<file path="config.mk">
export PLATFORM = sky130hd
export DESIGN_NAME = serial_flash_bus_frontend
export DESIGN_NICKNAME = d
export VERILOG_FILES = /design/src/logic/flash_pkg.sv /design/src/logic/flash_if.sv /design/src/logic/lock_map.sv /design/src/logic/pin_sync.sv /design/src/logic/serial_flash_bus_frontend.sv
export SDC_FILE = /design/constraint.sdc
export NUM_CORES = 1
export LEC_CHECK = 0
export ABC_AREA = 1
export BUFFER_PORTS_ARGS = -buffer_cell sky130_fd_sc_hd__buf_2
export CAP_MARGIN = 40
export CELL_PAD_IN_SITES_DETAIL_PLACEMENT = 0
export CELL_PAD_IN_SITES_GLOBAL_PLACEMENT = 2
export CORE_ASPECT_RATIO = 1.1
export CORE_MARGIN = 5
export CORE_UTILIZATION = 36
export DETAILED_ROUTE_END_ITERATION = 10
export PLACE_DENSITY_LB_ADDON = 0.1
export SETUP_SLACK_MARGIN = 0.4
export SYNTH_ARGS = -nofsm -noshare
export SYNTH_HDL_FRONTEND = slang
export SYNTH_SLANG_ARGS = --single-unit
</file>
<file path="constraint.sdc">
create_clock -name clk_in -period 2.6 [get_ports clk_in]
set_clock_uncertainty 0.2 [all_clocks]
set_input_delay 0.26 -clock clk_in [delete_from_list [all_inputs] [get_ports clk_in]]
set_output_delay 0.26 -clock clk_in [all_outputs]
set_load 0.005 [all_outputs]
</file>
<file path="src/logic/flash_pkg.sv">
// Constants shared by the serial flash bus front end.
// Assumes a 24-bit byte address and an 8-bit opcode.
package flash_pkg;
    localparam int ADDR_BITS = 24;
    localparam int OP_BITS = 8;
    localparam int SECTOR_LSB = 12;
    localparam int BLOCK_LSB = 16;
    localparam int SECT_PER_BLK = 16;
    localparam int NUM_BLOCKS = 256;
    localparam logic [7:0] TOP_BLOCK = 8'hff;
    localparam logic [7:0] BOTTOM_BLOCK = 8'h00;
    // Opcodes
    localparam logic [7:0] READ_OP = 8'h03;
    localparam logic [7:0] FAST_READ_OP = 8'h0b;
    localparam logic [7:0] DDR_FAST_READ_CMD = 8'h0d;
    localparam logic [7:0] STATUS_READ_OP = 8'h05;
    localparam logic [7:0] STATUS_WRITE_CMD = 8'h01;
    localparam logic [7:0] WRITE_EN_OP = 8'h06;
    localparam logic [7:0] WRITE_DIS_OP = 8'h04;
    localparam logic [7:0] SECTOR_ERASE_OP = 8'h20;
    localparam logic [7:0] BLOCK_ERASE_OP = 8'hd8;
    localparam logic [7:0] LOCK_OP = 8'h71;
    localparam logic [7:0] UNLOCK_OP = 8'h72;
    // Input lengths in bits, opcode included
    localparam logic [11:0] LEN_OP_ONLY = 12'h008;
    localparam logic [11:0] LEN_OP_DATA = 12'h010;
    localparam logic [11:0] LEN_OP_ADDR = 12'h020;
    // Edge counts, minus one, for opcode, address, dummy and output byte phases
    localparam logic [4:0] SDR_ADDR_LAST = 5'h17;
    localparam logic [4:0] DDR_ADDR_LAST = 5'h17;
    localparam logic [4:0] FAST_DUMMY_LAST = 5'h07;
    localparam logic [4:0] DDR_DUMMY_LAST = 5'h0b;
    localparam logic [4:0] OP_LAST = 5'h07;
    localparam logic [2:0] BYTE_LAST = 3'h7;
    // Pin reset: {cs_n, sclk, si, hold_n}
    localparam logic [3:0] PIN_RST = 4'h9;
endpackage : flash_pkg

</file>
<file path="src/logic/flash_if.sv">
// Internal carriers between the front end and its helpers.
// Assumes all signals are on clk_in.
`timescale 1ns/1ps
interface pin_if;
    logic cs_n;
    logic cs_rise;
    logic sclk;
    logic sclk_rise;
    logic sclk_fall;
    logic si;
    logic hold_n;
    modport src(output cs_n, cs_rise, sclk, sclk_rise, sclk_fall, si, hold_n);
    modport dst(input cs_n, cs_rise, sclk, sclk_rise, sclk_fall, si, hold_n);
endinterface : pin_if

interface lock_if;
    logic upd;
    logic set;
    logic [23:0] upd_addr;
    logic [23:0] query_addr;
    logic locked;
    modport ctl(output upd, set, upd_addr, query_addr, input locked);
    modport map(input upd, set, upd_addr, query_addr, output locked);
endinterface : lock_if

</file>
<file path="src/logic/lock_map.sv">
// Lock bits: 4K sectors in the end blocks, 64K units elsewhere.
// Assumes update and query addresses are stable while used.
`timescale 1ns/1ps
module lock_map #(
    parameter int NBLK = flash_pkg::NUM_BLOCKS
) (
    input wire logic clk_in,
    input wire logic srst_in,
    lock_if.map l
);
    logic [2*flash_pkg::SECT_PER_BLK-1:0] sect_lock_q;
    logic [NBLK-1:0] blk_lock_q;
    logic [7:0] ublk;
    logic [7:0] qblk;
    logic [4:0] usect;
    logic [4:0] qsect;
    logic uend;
    logic qend;

    assign ublk = l.upd_addr[flash_pkg::BLOCK_LSB +: 8];
    assign qblk = l.query_addr[flash_pkg::BLOCK_LSB +: 8];
    assign uend = ublk == flash_pkg::TOP_BLOCK ||
                  ublk == flash_pkg::BOTTOM_BLOCK;
    assign qend = qblk == flash_pkg::TOP_BLOCK ||
                  qblk == flash_pkg::BOTTOM_BLOCK;
    assign usect = {ublk[0], l.upd_addr[flash_pkg::SECTOR_LSB +: 4]};
    assign qsect = {qblk[0], l.query_addr[flash_pkg::SECTOR_LSB +: 4]};

    always_ff @(posedge clk_in) begin
        if (srst_in) begin
            sect_lock_q <= '0;
            blk_lock_q <= '0;
        end else if (l.upd) begin
            if (uend) begin
                sect_lock_q[usect] <= l.set;
            end else begin
                blk_lock_q[ublk] <= l.set;
            end
        end
    end

    assign l.locked = qend ? sect_lock_q[qsect] : blk_lock_q[qblk];
endmodule : lock_map

</file>
<file path="src/logic/pin_sync.sv">
// Two-flop synchronisers for the serial pins plus edge finding.
// Assumes clk_in is much faster than the serial clock.
`timescale 1ns/1ps
module pin_sync (
    input wire logic clk_in,
    input wire logic srst_in,
    input wire logic cs_n_in,
    input wire logic sclk_in,
    input wire logic si_in,
    input wire logic hold_n_in,
    pin_if.src p
);
    logic [3:0] meta_q;
    logic [3:0] sync_q;
    logic sclk_old_q;
    logic cs_old_q;

    always_ff @(posedge clk_in) begin
        if (srst_in) begin
            meta_q <= flash_pkg::PIN_RST;
            sync_q <= flash_pkg::PIN_RST;
        end else begin
            meta_q <= {cs_n_in, sclk_in, si_in, hold_n_in};
            sync_q <= meta_q;
        end
    end

    always_ff @(posedge clk_in) begin
        if (srst_in) begin
            sclk_old_q <= 1'b0;
            cs_old_q <= 1'b1;
        end else begin
            sclk_old_q <= sync_q[2];
            cs_old_q <= sync_q[3];
        end
    end

    assign p.cs_n = sync_q[3];
    assign p.cs_rise = sync_q[3] & ~cs_old_q;
    assign p.sclk = sync_q[2];
    assign p.sclk_rise = sync_q[2] & ~sclk_old_q;
    assign p.sclk_fall = ~sync_q[2] & sclk_old_q;
    assign p.si = sync_q[1];
    assign p.hold_n = sync_q[0];
endmodule : pin_sync

</file>
<file path="src/logic/serial_flash_bus_frontend.sv">
// Serial bus front end of a NOR flash, sampling the pins on clk_in.
// Assumes the host serial clock is far slower than clk_in; busy,
// quad mode, status and array data come from logic on clk_in.
// What this block does
// - Bad opcode: standby, output off
// - Good opcode: active until select rises
// - Sample on rise, launch on fall
// - Clock modes 0 and 3 both work
// - Double rate read uses both edges
// - Reads end cleanly at any bit
// - Off-boundary write command is dropped
// - Array access ignored while busy
// - Pause starts with clock low
// - Pause ends with clock low
// - Paused: output off, pins ignored
// - Pause leaves internal operations running
// - Select high while paused resets interface
// - No pause in quad mode
// - 4K sectors and 64K blocks
// - End blocks lock per sector
// - Other blocks lock per 64K
`timescale 1ns/1ps
module serial_flash_bus_frontend (
    input wire logic clk_in,
    input wire logic srst_in,
    input wire logic cs_n_in,
    input wire logic sclk_in,
    input wire logic si_in,
    input wire logic hold_n_in,
    input wire logic quad_mode_in,
    input wire logic busy_in,
    input wire logic [7:0] status_in,
    input wire logic [7:0] rd_data_in,
    output logic so_out,
    output logic so_oe_out,
    output logic active_out,
    output logic standby_out,
    output logic hold_out,
    output logic ddr_out,
    output logic [23:0] rd_addr_out,
    output logic rd_next_out,
    output logic exec_out,
    output logic [7:0] exec_op_out,
    output logic [23:0] exec_addr_out,
    output logic [7:0] exec_data_out
);
    typedef enum logic [6:0] {
        ST_IDLE = 7'b0000001,
        ST_OPC = 7'b0000010,
        ST_ADDR = 7'b0000100,
        ST_DUMMY = 7'b0001000,
        ST_OUT = 7'b0010000,
        ST_WIN = 7'b0100000,
        ST_STBY = 7'b1000000
    } state_e;

    pin_if pins();
    lock_if lk();

    state_e st_q;
    logic hold_q;
    logic live;
    logic rise_ev;
    logic fall_ev;
    logic in_ev;
    logic out_ev;
    logic [7:0] opc;
    logic [7:0] op_q;
    logic [4:0] cnt_q;
    logic [11:0] bits_q;
    logic [11:0] need_q;
    logic [23:0] in_sh_q;
    logic [23:0] addr_q;
    logic [6:0] osh_q;
    logic [2:0] obit_q;
    logic [7:0] obyte;
    logic ddr_q;
    logic fast_q;
    logic stat_src_q;
    logic wcls_q;
    logic exec_ok;
    logic is_erase;
    logic load;

    pin_sync u_sync (
        .clk_in(clk_in),
        .srst_in(srst_in),
        .cs_n_in(cs_n_in),
        .sclk_in(sclk_in),
        .si_in(si_in),
        .hold_n_in(hold_n_in),
        .p(pins.src)
    );

    lock_map u_lock (
        .clk_in(clk_in),
        .srst_in(srst_in),
        .l(lk.map)
    );

    always_ff @(posedge clk_in) begin
        if (srst_in || pins.cs_n || quad_mode_in) begin
            hold_q <= 1'b0;
        end else if (!pins.sclk) begin
            hold_q <= !pins.hold_n;
        end
    end

    // Clock and data ignored while paused
    assign live = !hold_q && !pins.cs_n;
    // Same edges whatever the idle level
    assign rise_ev = pins.sclk_rise && live;
    assign fall_ev = pins.sclk_fall && live;
    // Both edges count in double rate
    assign in_ev = rise_ev || (ddr_q && fall_ev);
    assign out_ev = fall_ev || (ddr_q && rise_ev);
    // Newest bit enters at the bottom
    assign opc = {in_sh_q[6:0], pins.si};
    assign load = st_q == ST_OUT && out_ev && obit_q == '0;
    assign obyte = stat_src_q ? status_in : rd_data_in;
    assign is_erase = op_q == flash_pkg::SECTOR_ERASE_OP ||
                      op_q == flash_pkg::BLOCK_ERASE_OP;

    // Command sequencer
    always_ff @(posedge clk_in) begin
        if (srst_in || pins.cs_n) begin
            st_q <= ST_IDLE;
            cnt_q <= '0;
        end else begin
            unique case (st_q)
                ST_IDLE: begin
                    st_q <= ST_OPC;
                end
                ST_OPC: if (in_ev) begin
                    cnt_q <= cnt_q + 5'h01;
                    if (cnt_q == flash_pkg::OP_LAST) begin
                        cnt_q <= '0;
                        unique case (opc)
                            flash_pkg::READ_OP,
                            flash_pkg::FAST_READ_OP,
                            flash_pkg::DDR_FAST_READ_CMD:
                                st_q <= busy_in ? ST_STBY : ST_ADDR;
                            flash_pkg::STATUS_READ_OP:
                                st_q <= ST_OUT;
                            flash_pkg::WRITE_EN_OP,
                            flash_pkg::WRITE_DIS_OP,
                            flash_pkg::STATUS_WRITE_CMD,
                            flash_pkg::SECTOR_ERASE_OP,
                            flash_pkg::BLOCK_ERASE_OP,
                            flash_pkg::LOCK_OP,
                            flash_pkg::UNLOCK_OP:
                                st_q <= busy_in ? ST_STBY : ST_WIN;
                            default: st_q <= ST_STBY;
                        endcase
                    end
                end
                ST_ADDR: if (in_ev) begin
                    cnt_q <= cnt_q + 5'h01;
                    if (cnt_q == (ddr_q ? flash_pkg::DDR_ADDR_LAST :
                                  flash_pkg::SDR_ADDR_LAST)) begin
                        cnt_q <= '0;
                        st_q <= (ddr_q || fast_q) ? ST_DUMMY : ST_OUT;
                    end
                end
                ST_DUMMY: if (in_ev) begin
                    cnt_q <= cnt_q + 5'h01;
                    if (cnt_q == (ddr_q ? flash_pkg::DDR_DUMMY_LAST :
                                  flash_pkg::FAST_DUMMY_LAST)) begin
                        st_q <= ST_OUT;
                    end
                end
                ST_OUT, ST_WIN, ST_STBY: begin
                    st_q <= st_q;
                end
            endcase
        end
    end

    // Decode flags, fixed at the eighth bit
    always_ff @(posedge clk_in) begin
        if (srst_in || pins.cs_n) begin
            op_q <= '0;
            ddr_q <= 1'b0;
            fast_q <= 1'b0;
            stat_src_q <= 1'b0;
            wcls_q <= 1'b0;
            need_q <= flash_pkg::LEN_OP_ONLY;
        end else if (st_q == ST_OPC && in_ev &&
                     cnt_q == flash_pkg::OP_LAST) begin
            op_q <= opc;
            ddr_q <= opc == flash_pkg::DDR_FAST_READ_CMD;
            fast_q <= opc == flash_pkg::FAST_READ_OP;
            stat_src_q <= opc == flash_pkg::STATUS_READ_OP;
            wcls_q <= !busy_in;
            if (opc == flash_pkg::STATUS_WRITE_CMD) begin
                need_q <= flash_pkg::LEN_OP_DATA;
            end else if (opc == flash_pkg::WRITE_EN_OP ||
                         opc == flash_pkg::WRITE_DIS_OP) begin
                need_q <= flash_pkg::LEN_OP_ONLY;
            end else begin
                need_q <= flash_pkg::LEN_OP_ADDR;
            end
        end
    end

    // Input shifter and bit count
    always_ff @(posedge clk_in) begin
        if (srst_in) begin
            in_sh_q <= '0;
            bits_q <= '0;
        end else if (pins.cs_n) begin
            bits_q <= '0;
        end else if (in_ev && (st_q == ST_OPC || st_q == ST_WIN)) begin
            in_sh_q <= {in_sh_q[22:0], pins.si};
            bits_q <= bits_q + 12'h001;
        end
    end

    // Array address, loaded then stepped per byte
    always_ff @(posedge clk_in) begin
        if (srst_in) begin
            addr_q <= '0;
        end else if (st_q == ST_ADDR && in_ev) begin
            addr_q <= {addr_q[22:0], pins.si};
        end else if (load && !stat_src_q) begin
            addr_q <= addr_q + 24'h000001;
        end
    end

    // Output shifter; select rise simply stops it
    // Any bit may be the last one
    always_ff @(posedge clk_in) begin
        if (srst_in || pins.cs_n) begin
            so_out <= 1'b0;
            osh_q <= '0;
            obit_q <= '0;
            rd_next_out <= 1'b0;
        end else begin
            rd_next_out <= load && !stat_src_q;
            if (load) begin
                so_out <= obyte[7];
                osh_q <= obyte[6:0];
                obit_q <= flash_pkg::BYTE_LAST;
            end else if (st_q == ST_OUT && out_ev) begin
                so_out <= osh_q[6];
                osh_q <= {osh_q[5:0], 1'b0};
                obit_q <= obit_q - 3'h1;
            end
        end
    end

    always_ff @(posedge clk_in) begin
        if (srst_in) begin
            so_oe_out <= 1'b0;
        end else begin
            so_oe_out <= st_q == ST_OUT && live;
        end
    end

    // Whole bytes of full length only
    // Select rise while paused abandons it
    // Boundary check guards against host slip
    assign exec_ok = pins.cs_rise && !hold_q && st_q == ST_WIN &&
                     wcls_q && bits_q[2:0] == 3'h0 && bits_q >= need_q &&
                     !(is_erase && lk.locked);

    // Execution handed out, never cancelled here
    always_ff @(posedge clk_in) begin
        if (srst_in) begin
            exec_out <= 1'b0;
            exec_op_out <= '0;
            exec_addr_out <= '0;
            exec_data_out <= '0;
        end else begin
            exec_out <= exec_ok;
            if (exec_ok) begin
                exec_op_out <= op_q;
                exec_addr_out <= in_sh_q;
                exec_data_out <= in_sh_q[7:0];
            end
        end
    end

    assign lk.query_addr = in_sh_q;
    assign lk.upd_addr = exec_addr_out;
    assign lk.set = exec_op_out == flash_pkg::LOCK_OP;
    assign lk.upd = exec_out && (exec_op_out == flash_pkg::LOCK_OP ||
                                 exec_op_out == flash_pkg::UNLOCK_OP);

    // Active from good opcode to select rise
    always_ff @(posedge clk_in) begin
        if (srst_in) begin
            active_out <= 1'b0;
            standby_out <= 1'b0;
            hold_out <= 1'b0;
            ddr_out <= 1'b0;
            rd_addr_out <= '0;
        end else begin
            active_out <= !pins.cs_n && (st_q == ST_ADDR ||
                          st_q == ST_DUMMY || st_q == ST_OUT ||
                          st_q == ST_WIN);
            standby_out <= st_q == ST_STBY || (standby_out &&
                           !(st_q == ST_IDLE && !pins.cs_n));
            hold_out <= hold_q;
            ddr_out <= ddr_q;
            rd_addr_out <= addr_q;
        end
    end
endmodule : serial_flash_bus_frontend

</file>
# [Yosys cells after proc, flatten, opt, wreduce, memory -nomap -nowiden]
# Index checks and enable logic that the tools add are counted.
# W data, S select, Z words.
[word_totals] reg_bits=477 in_bits=24 mem_bits_ro=0 latch_bits=0 mem_bits_rw=0 output_inout_bits=72 memories=0 wordCells=189
[op_classes] eq_ne=33 div=0 n_bitwise=9 magnitude_cmp=7 reduce_logical=64 n_addsub=4 n_mul=0 mux=40 shift=0
[op_table] operator="$bwmux W256" n=1
[op_table] operator="$mux W7" n=10
[op_table] operator="$mux W24" n=2
[op_table] operator="$bwmux W32" n=1
[op_table] operator="$eq A8 B7 Y1 const B" n=4
[op_table] operator="$eq A8 B8 Y1 const B" n=4
[op_table] operator="$mux W5" n=6
[op_table] operator="$pmux W7 S4" n=1
[op_table] operator="$logic_and A1 B1 Y1" n=26
[op_table] operator="$add A24 B1 Y24 const B" n=1
[op_table] operator="$eq A8 B3 Y1 const B" n=3
[op_table] operator="$pmux W7 S3" n=1
[op_table] operator="$lt A8 B9 Y1 const B" n=2
[op_table] operator="$eq A8 B4 Y1 const B" n=2
[op_table] operator="$eq A8 B6 Y1 const B" n=2
[op_table] operator="$logic_not A8 Y1" n=2
[op_table] operator="$logic_or A1 B1 Y1" n=15
[op_table] operator="$pmux W5 S3" n=1
[op_table] operator="$add A12 B1 Y12 const B" n=1
[op_table] operator="$ge A12 B12 Y1" n=1
[op_table] operator="$lt A5 B6 Y1 const B" n=2
[op_table] operator="$mux W6" n=2
[op_table] operator="$ne A2 B2 Y1 const B" n=6
[op_table] operator="$bmux W1 S8" n=1
[op_table] operator="35 further kinds" n=60

# [Depth between registers and ports, before layout]
# Gate-level depths: netlist of run 1.
[logic_depth] word_depth=10 mapped_depth=21 depth_no_buf=17

# [Modules after synthesis]
# Synthesis of run 1 repeated with hierarchy kept, for this count alone.
[unflattened] hier_cells=2912 hier_area_um2=22161.3
[modules_own_cells] module="lock_map" seq_area_each_um2=5765.5 n_inst=1 cells_each=1813 area_each_um2=14492.6
[modules_own_cells] module="serial_flash_bus_frontend" seq_area_each_um2=3243.1 n_inst=1 cells_each=1064 area_each_um2=7374.6
[modules_own_cells] module="pin_sync" seq_area_each_um2=200.2 n_inst=1 cells_each=35 area_each_um2=294.0

# [Worst setup path after synthesis of run 1]
# OpenSTA, ideal clock, no wires.
[synth_timing] kind="reg-to-reg" from="reg addr_q[0]" to="reg addr_q[20]" period_less_slack_ns=2.274 path_buffers=0 path_slack_ns=0.326 required_ns=2.284 arrival_ns=1.958 stages_incl_launch_ff=15 setup_time_ns=0.116 path_cell_list="dfxtp_1 > ha_1 > nand2_1 > nor2_1 > nand4_1 > nor2_1 > nand3_1 > nor2_1 > nand2_1 > nor3_1 > nand3_1 > a21oi_1 > o21ai_0 > o211ai_1 > inv_1"
[synth_via] elab_chain_len=3
[synth_lines] item="start, declared" line_no="serial_flash_bus_frontend.sv:73" text="logic [23:0] addr_q;"
[synth_lines] item="start signal, assigned" line_no="serial_flash_bus_frontend.sv:224" text="addr_q <= {addr_q[22:0], pins.si};"
[synth_lines] item="start signal, assigned" line_no="serial_flash_bus_frontend.sv:226" text="addr_q <= addr_q + 24'h000001;"
[synth_lines] item="$add A24 B1 Y24" line_no="serial_flash_bus_frontend.sv:226"
[synth_lines] item="$mux W24" line_no="serial_flash_bus_frontend.sv:225" text="end else if (load && !stat_src_q) begin"
[synth_lines] item="$mux W24" line_no="serial_flash_bus_frontend.sv:223" text="end else if (st_q == ST_ADDR && in_ev) begin"
# No other way between the ends. The select of a mux whose other input is x is not followed.
# A chain may end at the register's enable or synchronous reset.

# [Final worst setup path of run 1]
[layout_timing] from="reg in_sh_q[16]" to="reg exec_addr_out[0]"
[layout_via] elab_chain_len=6 elab_cells_between_ends=11 classes_between="1 x eq/ne; 5 x mux; 5 x reduce/logical"
[layout_lines] item="start, declared" line_no="serial_flash_bus_frontend.sv:72" text="logic [23:0] in_sh_q;"
[layout_lines] item="start signal, assigned" line_no="serial_flash_bus_frontend.sv:214" text="in_sh_q <= {in_sh_q[22:0], pins.si};"
[layout_lines] item="$bmux W1 S8, or another cell as far along" line_no="lock_map.sv:42" text="assign l.locked = qend ? sect_lock_q[qsect] : blk_lock_q[qblk];"
[layout_lines] item="$mux W1 (implied by the code) or $logic_or A1 B1 Y1 (tied branches)" line_no="lock_map.sv:42, lock_map.sv:24"
[layout_lines] item="$mux W1 (*)" line_no="lock_map.sv:42"
[layout_lines] item="$logic_and A1 B1 Y1 (*)" line_no="serial_flash_bus_frontend.sv:265" text="!(is_erase && lk.locked);"
[layout_lines] item="$logic_not A1 Y1 (*)" line_no="serial_flash_bus_frontend.sv:265"
[layout_lines] item="$logic_and A1 B1 Y1 (*)" line_no="serial_flash_bus_frontend.sv:264" text="wcls_q && bits_q[2:0] == 3'h0 && bits_q >= need_q &&"
[layout_lines] item="end signal, assigned" line_no="serial_flash_bus_frontend.sv:278" text="exec_addr_out <= in_sh_q;"
[layout_lines] item="end, declared" line_no="serial_flash_bus_frontend.sv:44" text="output logic [23:0] exec_addr_out,"
# Every way passes the cells marked *; elsewhere a longest branch is shown, timed or not. The select of a mux whose other input is x is not followed.

==> run_results.csv, run 1 <==
group,metric,value,unit
finish,final-seq-area,0.00924,mm^2
drt,wire_per_inst,18.9,um
global_route,grt_max_degree,145,
die,ios,96,
run,drv_cap,0,
yosys,async_flop_share,0,%
sta,setup_viol,30,
yosys,syn_avg_cell_area,7.13,um^2
drt,vias_per_cell,5.29,
sta,tightest_slew,0.871,ns
finish,finalNetCount,3211,
sta,slew_viol_final,0,
finish,area_growth,30.2,%
critical_path,worstPathArrival,2.98,ns
finish,final_area,0.0278,mm^2
power,p_per_area,556,mW/mm^2
critical_path,end_kind,"register",
yosys,synth_top_area_cell,"dfxtp_1",
die,core-area,0.0586,mm^2
finish,multi_input_area,0.0112,mm^2
critical_path,crit_fanout,5,
finish,fillers,5929,
critical_path,path_class,"reg -> reg",
drt,ant_nets,0,
critical_path,cp-start-kind,"register",
place,place_area,0.0237,mm^2
finish,finalNonFillerCells,3978,
power,intPower,12.2,mW
yosys,synth_top_area_share,43.1,%
place,dp_hpwl,45900,um
die,dieArea,0.0643,mm^2
drt,drt_pass1_iterations,6,
run_status,violations,"setup timing",
sta,relSlewSlack,41.5,%
yosys,ys.warnings.count,0,
critical_path,crit_top_cell,"nand3_1",
critical_path,path_cells,"buf_12 -> clkbuf_16 -> buf_4 -> nand2_1 -> nand3_1 -> nand3_1 -> nand3_1 -> nand3_2 -> nand3_1 -> nand3_2 -> nand2_2 -> nand2_2 -> nand3_4 -> nand2_8 -> buf_12 -> clkbuf_16 -> a21oi_1 -> nor2_1",
drt,route.detailed.drc,0,
drt,drtIter0Drc,1435,
global_route,antenna_found_initial,0,
cts,cts_buffers,53,
finish,drive_above_1_share,19.6,%
finish,layout_commonest_cell,"nand2_1",
run_status,status,"finished, violations left",
hold_path,holdCritPathClass,"in -> reg",
power,finalPower,15.5,mW
yosys,synthTopCellsByArea,"dfxtp_1 43%, a21oi_1 9.3%, nand2_1 8.4%",
power,switching_share,21.3,%
finish,layout_common_cells,"455 x nand2_1, 444 x dfxtp_1, 367 x a21oi_1, 322 x nor2_1, 271 x o21ai_0",
yosys,yosysUniqueCellTypes,45,
cts,cts_tree,"yes",
yosys,synth_edf_count,0,
global_route,grt_pass1_wl,116000,um
finish,n_antenna_cell,0,
critical_path,slowest_stage,"dfxtp_4",
cts,clock-sinks,460,
sta,max_clock_freq,373,MHz
yosys,netlist_instances,2998,
place,dp_cells,3806,
place,routabilityCongestion,0.827,
cts,clock_path_buffers,3,
die,start_util,36.4,%
critical_path,slowest_delay,0.45,ns
sta,hold_violations,0,
cts,htreeDepth,2,
sta,period_share,103,%
critical_path,worstPathRequired,2.90,ns
cts,clk_latency,0.61,ns
yosys,ys_ff_latch,460,
global_route,grt_overflow,0,
yosys,synth_area,0.0214,mm^2
drt,dr_total_vias,21000,
global_route,grt_usage,22.1,%
yosys,synthesis.nets,3031,
yosys,seq_area_frac_synth,43.1,%
sta,fin_crit,2.68,ns
power,p_comb_share,1.7,%
critical_path,crit_buf_inv,5,
die,core.rowCount,93,
drt,routed_wl,75300,um
cts,clk_pin_slew,0.06,ns
die,die_y,266,um
power,p_sw,3.29,mW
power,p_seq_share,45.6,%
global_route,first_global_vias,20300,
power,leakagePower,10.6,nW
die,die_w,242,um
sta,grt_setup_unrepaired,"true",
sta,fin_ws,-0.0814,ns
place,portBuffers,95,
power,power.share.clock,52.7,%
power,irDropWorstVdd,0.000447,V
yosys,synth_ff_type,"dfxtp_1",
cts,root_buffer,"clkbuf_16",
critical_path,path_delay_family,"simple AND/OR/NAND/NOR gates",
## cell usage after synthesis (32+ instances only)
library cell	number
o21ai_0	291
nor3_1	54
o311a_1	32
o21a_1	67
inv_1	227
nand2_1	476
dfxtp_1	460
nor2_1	374
nand3_1	217
a21oi_1	399
a311oi_1	33
buf_2	52
clkbuf_1	107
## timing repair
item / 4_1_cts / 5_1_grt
cloned: 11 / 13
pin swaps: 43 / 75
hold buffers: 26 / 0
endpoints found under the setup margin: 353 / 375
setup buffers: 16 / 11
gates resized for setup: 176 / 146
endpoints found under the hold margin: 48 / 0
## power by group through the flow
stage	registers [mW]	logic, mW	clock network [mW]
floorplan	7.21	0.143	0
global placement	7.21	0.230	0
detailed placement	7.21	0.232	0
CTS	7.06	0.263	8.37
global route	7.05	0.295	8.66
finish	7.05	0.266	8.15
## metrics by stage
stage | setup TNS, ns | hold slack [ns] | setup slack, ns | util, %
finish | -1.53 | 0.160 | -0.0814 | 47.4
global route | -4.93 | 0.169 | -0.193 | 47.4
CTS | 0 | 0.126 | 0.00439 | 45.8
detailed placement | -1.83 | 0.197 | -0.0665 | 40.4
global placement | -1.82 | 0.199 | -0.0815 | 40.4
floorplan | 0 | 0.151 | 0.407 | -
## flip-flops by register name, summed over array words and instances, names as in the netlist, 3 cells and up
| register | count |
|---|---|
| osh_q | 7 |
| u_lock.blk_lock_q | 256 |
| exec_addr_out | 24 |
| need_q | 3 |
| exec_op_out | 8 |
| in_sh_q | 24 |
| u_lock.sect_lock_q | 32 |
| u_sync.sync_q | 4 |
| cnt_q | 5 |
| op_q | 8 |
| st_q | 7 |
| addr_q | 24 |
| rd_addr_out | 24 |
| u_sync.meta_q | 4 |
| obit_q | 3 |
| bits_q | 12 |
## routing by layer
metal  GRT usage [%]  vias up  share of wire, %  wire length [um]
li1                -    10500                 -                 -
met1            28.8     9932                44             33400
met2            38.2      488                49             36500
met3            3.04      130               4.1              3110
met4            6.82        0               2.9              2200
met5               0        -                 0                 0
## final timing paths
path,depth (start not counted),startpoint,slack (ns),to
worst max-delay path,18,in_sh_q[16],-0.08,exec_addr_out[0]
worst min-delay path,3,quad_mode_in,0.16,hold_q
worst max register to register,18,in_sh_q[16],-0.08,exec_addr_out[0]
worst min register to register,2,u_sync.meta_q[2],0.20,u_sync.sync_q[2]
## layout make-up
class / instances / area share (%)
clock buffer: 78 / 5.76
sequential: 460 / 33.2
clock inverter: 17 / 1.04
timing repair inverter: 2 / 0.0899
inverter: 243 / 3.46
tap: 760 / 3.42
timing repair buffer: 336 / 12.7
multi-input combinational: 2082 / 40.3
## worst min-delay path, cell delays in order
cell and delay [ns]:
dlygate4sd3_1 0.51, buf_2 0.10, a2111oi_0 0.05
## cells by family after synthesis
logic type,count (synthesis),share of synthesized area [%]
compound gates,884,23.4
xor+xnor,18,0.738
fa+ha+maj,9,0.527
buf+inv,456,9.05
flops,460,43.1
simple gates,1171,23.2
Note: power is estimated with default switching activity, not from simulation.
==> run 2: changes to the inputs <==
--- a/config.mk
+++ b/config.mk
@@ -14,7 +14,8 @@
 export CORE_MARGIN = 5
 export CORE_UTILIZATION = 36
 export DETAILED_ROUTE_END_ITERATION = 10
-export PLACE_DENSITY_LB_ADDON = 0.1
+export MAX_ROUTING_LAYER = met4
+export PLACE_DENSITY = 0.9
 export SETUP_SLACK_MARGIN = 0.4
 export SYNTH_ARGS = -nofsm -noshare
 export SYNTH_HDL_FRONTEND = slang
==> run_results.csv, run 2 (synthesis gave the netlist of run 1 again) <==
group,metric,value,unit
critical_path,end_kind,"register",
critical_path,worstPathArrival,2.98,ns
sta,fin_crit,2.67,ns
place,routabilityCongestion,0.869,
die,ios,96,
sta,tightest_slew,0.968,ns
global_route,antenna_found_initial,1,
drt,ant_nets,0,
sta,relSlewSlack,35.4,%
sta,period_share,103,%
sta,fin_ws,-0.0737,ns
drt,drtIter0Drc,1776,
run_status,status,"finished, violations left",
power,p_per_area,537,mW/mm^2
finish,layout_common_cells,"445 x dfxtp_1, 421 x nand2_1, 354 x a21oi_1, 298 x nor2_1, 246 x o21ai_0",
drt,routed_wl,75400,um
die,core.rowCount,93,
sta,hold_slack,0.185,ns
cts,root_buffer,"clkbuf_16",
sta,hold_violations,0,
finish,top_regs,"u_lock.blk_lock_q (256), u_lock.sect_lock_q (32)",
cts,htreeDepth,2,
die,die_y,266,um
cts,clock-sinks,460,
run_status,violations,"setup timing",
sta,slew_viol_final,0,
critical_path,worstPathRequired,2.90,ns
global_route,grt_usage,22.0,%
finish,layout_commonest_cell,"dfxtp_1",
die,dieArea,0.0643,mm^2
cts,cts_buffers,54,
drt,dr_total_vias,21600,
finish,regMostFlops,"u_lock.blk_lock_q",
global_route,grt_overflow,0,
global_route,first_global_vias,20100,
finish,finalNetCount,3221,
finish,final_core_util,48.5,%
drt,route.detailed.drc,0,
place,portBuffers,95,
cts,clk_latency,0.61,ns
power,leakagePower,10.8,nW
cts,cts_tree,"yes",
die,die_w,242,um
die,core-area,0.0586,mm^2
run,drv_cap,0,
global_route,grt_pass1_wl,113000,um
sta,max_clock_freq,374,MHz
finish,largest_reg_flops,256,
critical_path,crit_fanout,10,
finish,drive_above_1_share,23.1,%
cts,clk_pin_slew,0.06,ns
critical_path,cp-start-kind,"register",
drt,drt_pass1_iterations,6,
cts,clock_path_buffers,3,
global_route,grt_max_degree,144,
hold_path,holdCritPathClass,"in -> reg",
place,pre_cts_ws,-0.192,ns
die,start_util,36.4,%
critical_path,path_class,"reg -> reg",
drt,vias_per_cell,5.42,
drt,wire_per_inst,18.9,um
sta,grt_setup_unrepaired,"true",
sta,setup_viol,26,
finish,area_growth,33.2,%
power,irDropWorstVdd,0.000479,V
place,dp_hpwl,45400,um
==> run 2: changes by cell type in the layout (fill, tap and decap cells not counted), moves of 12 or more <==
cell	delta
o21ai_0	-25
a21oi_2	+12
nand2_1	-34
nor2_1	-24
a21oi_1	-13
nand2_2	+17
o21ai_2	+17
nor2_4	+24
==> run 2: report_power, final <==
part	internal (mW)	switching, mW	total [mW]	leakage [nW]
Combinational	0.100	0.172	0.272	6.18
Clock	4.88	3.08	7.96	0.915
Sequential	7.05	0.00443	7.05	3.71
==> run 2: metal layers <==
metal  wire [um]  track usage [%]  vias to the layer above
met3        4180             3.06                      139
met2       36000             36.2                      636
met5           0                -                        -
met4        2090             6.73                        0
met1       33100             28.2                    10300
li1            -                -                    10500
==> run 2: critical path, cell delays in order (launching register included) <==
cell and delay [ns]:
dfxtp_4 0.44, buf_6 0.17, buf_4 0.18, nand2_1 0.06, o21ai_1 0.17, a21oi_1 0.11, nand3_1 0.10, nand3_1 0.09
nand3_1 0.11, nand3_2 0.08, nand2_2 0.07, nand2_2 0.06, nand3_4 0.13, nand2_8 0.10, buf_12 0.15, clkbuf_16 0.17
a21oi_4 0.13, nor2_1 0.04
==> run 2: worst paths after layout <==
check | slack (ns) | cells after the start | endpoint | startpoint
worst min-delay path | 0.19 | 3 | hold_q | quad_mode_in
worst min register to register | 0.20 | 2 | u_sync.sync_q[2] | u_sync.meta_q[2]
worst max register to register | -0.07 | 17 | exec_addr_out[15] | in_sh_q[16]
worst max-delay path | -0.07 | 17 | exec_addr_out[15] | in_sh_q[16]
==> run 2: timing repair <==
item,4_1_cts,5_1_grt
setup endpoints to repair,358,409
resized for setup,119,435
buffers inserted,3,47
hold endpoints to repair,39,0
cloned,6,19
pin swaps,28,106
hold buffers,27,0
==> run 2: through the flow <==
| step | power, mW | instances | cell area, um^2 | TNS, ns |
|---|---|---|---|---|
| floorplan | 7.36 | 2998 | 21400 | 0 |
| detailed placement | 7.44 | 3790 | 23400 | -5.64 |
| finish | 15.3 | 3988 | 28500 | -1.10 |
| global placement | 7.43 | 3789 | 23400 | -6.07 |
| global route | 15.8 | 3988 | 28500 | -3.42 |
| CTS | 15.4 | 3921 | 26200 | -0.116 |
==> run 2: final cells by class <==
| cell class | count | area [um^2] |
|---|---|---|
| antenna | 1 | 2.50 |
| clock inverter | 12 | 233 |
| fill | 5673 | 30200 |
| timing repair buffer | 347 | 3550 |
| multi-input combinational | 2082 | 11900 |
| inverter | 243 | 963 |
| sequential | 460 | 9240 |
| clock buffer | 83 | 1630 |
| tap | 760 | 951 |
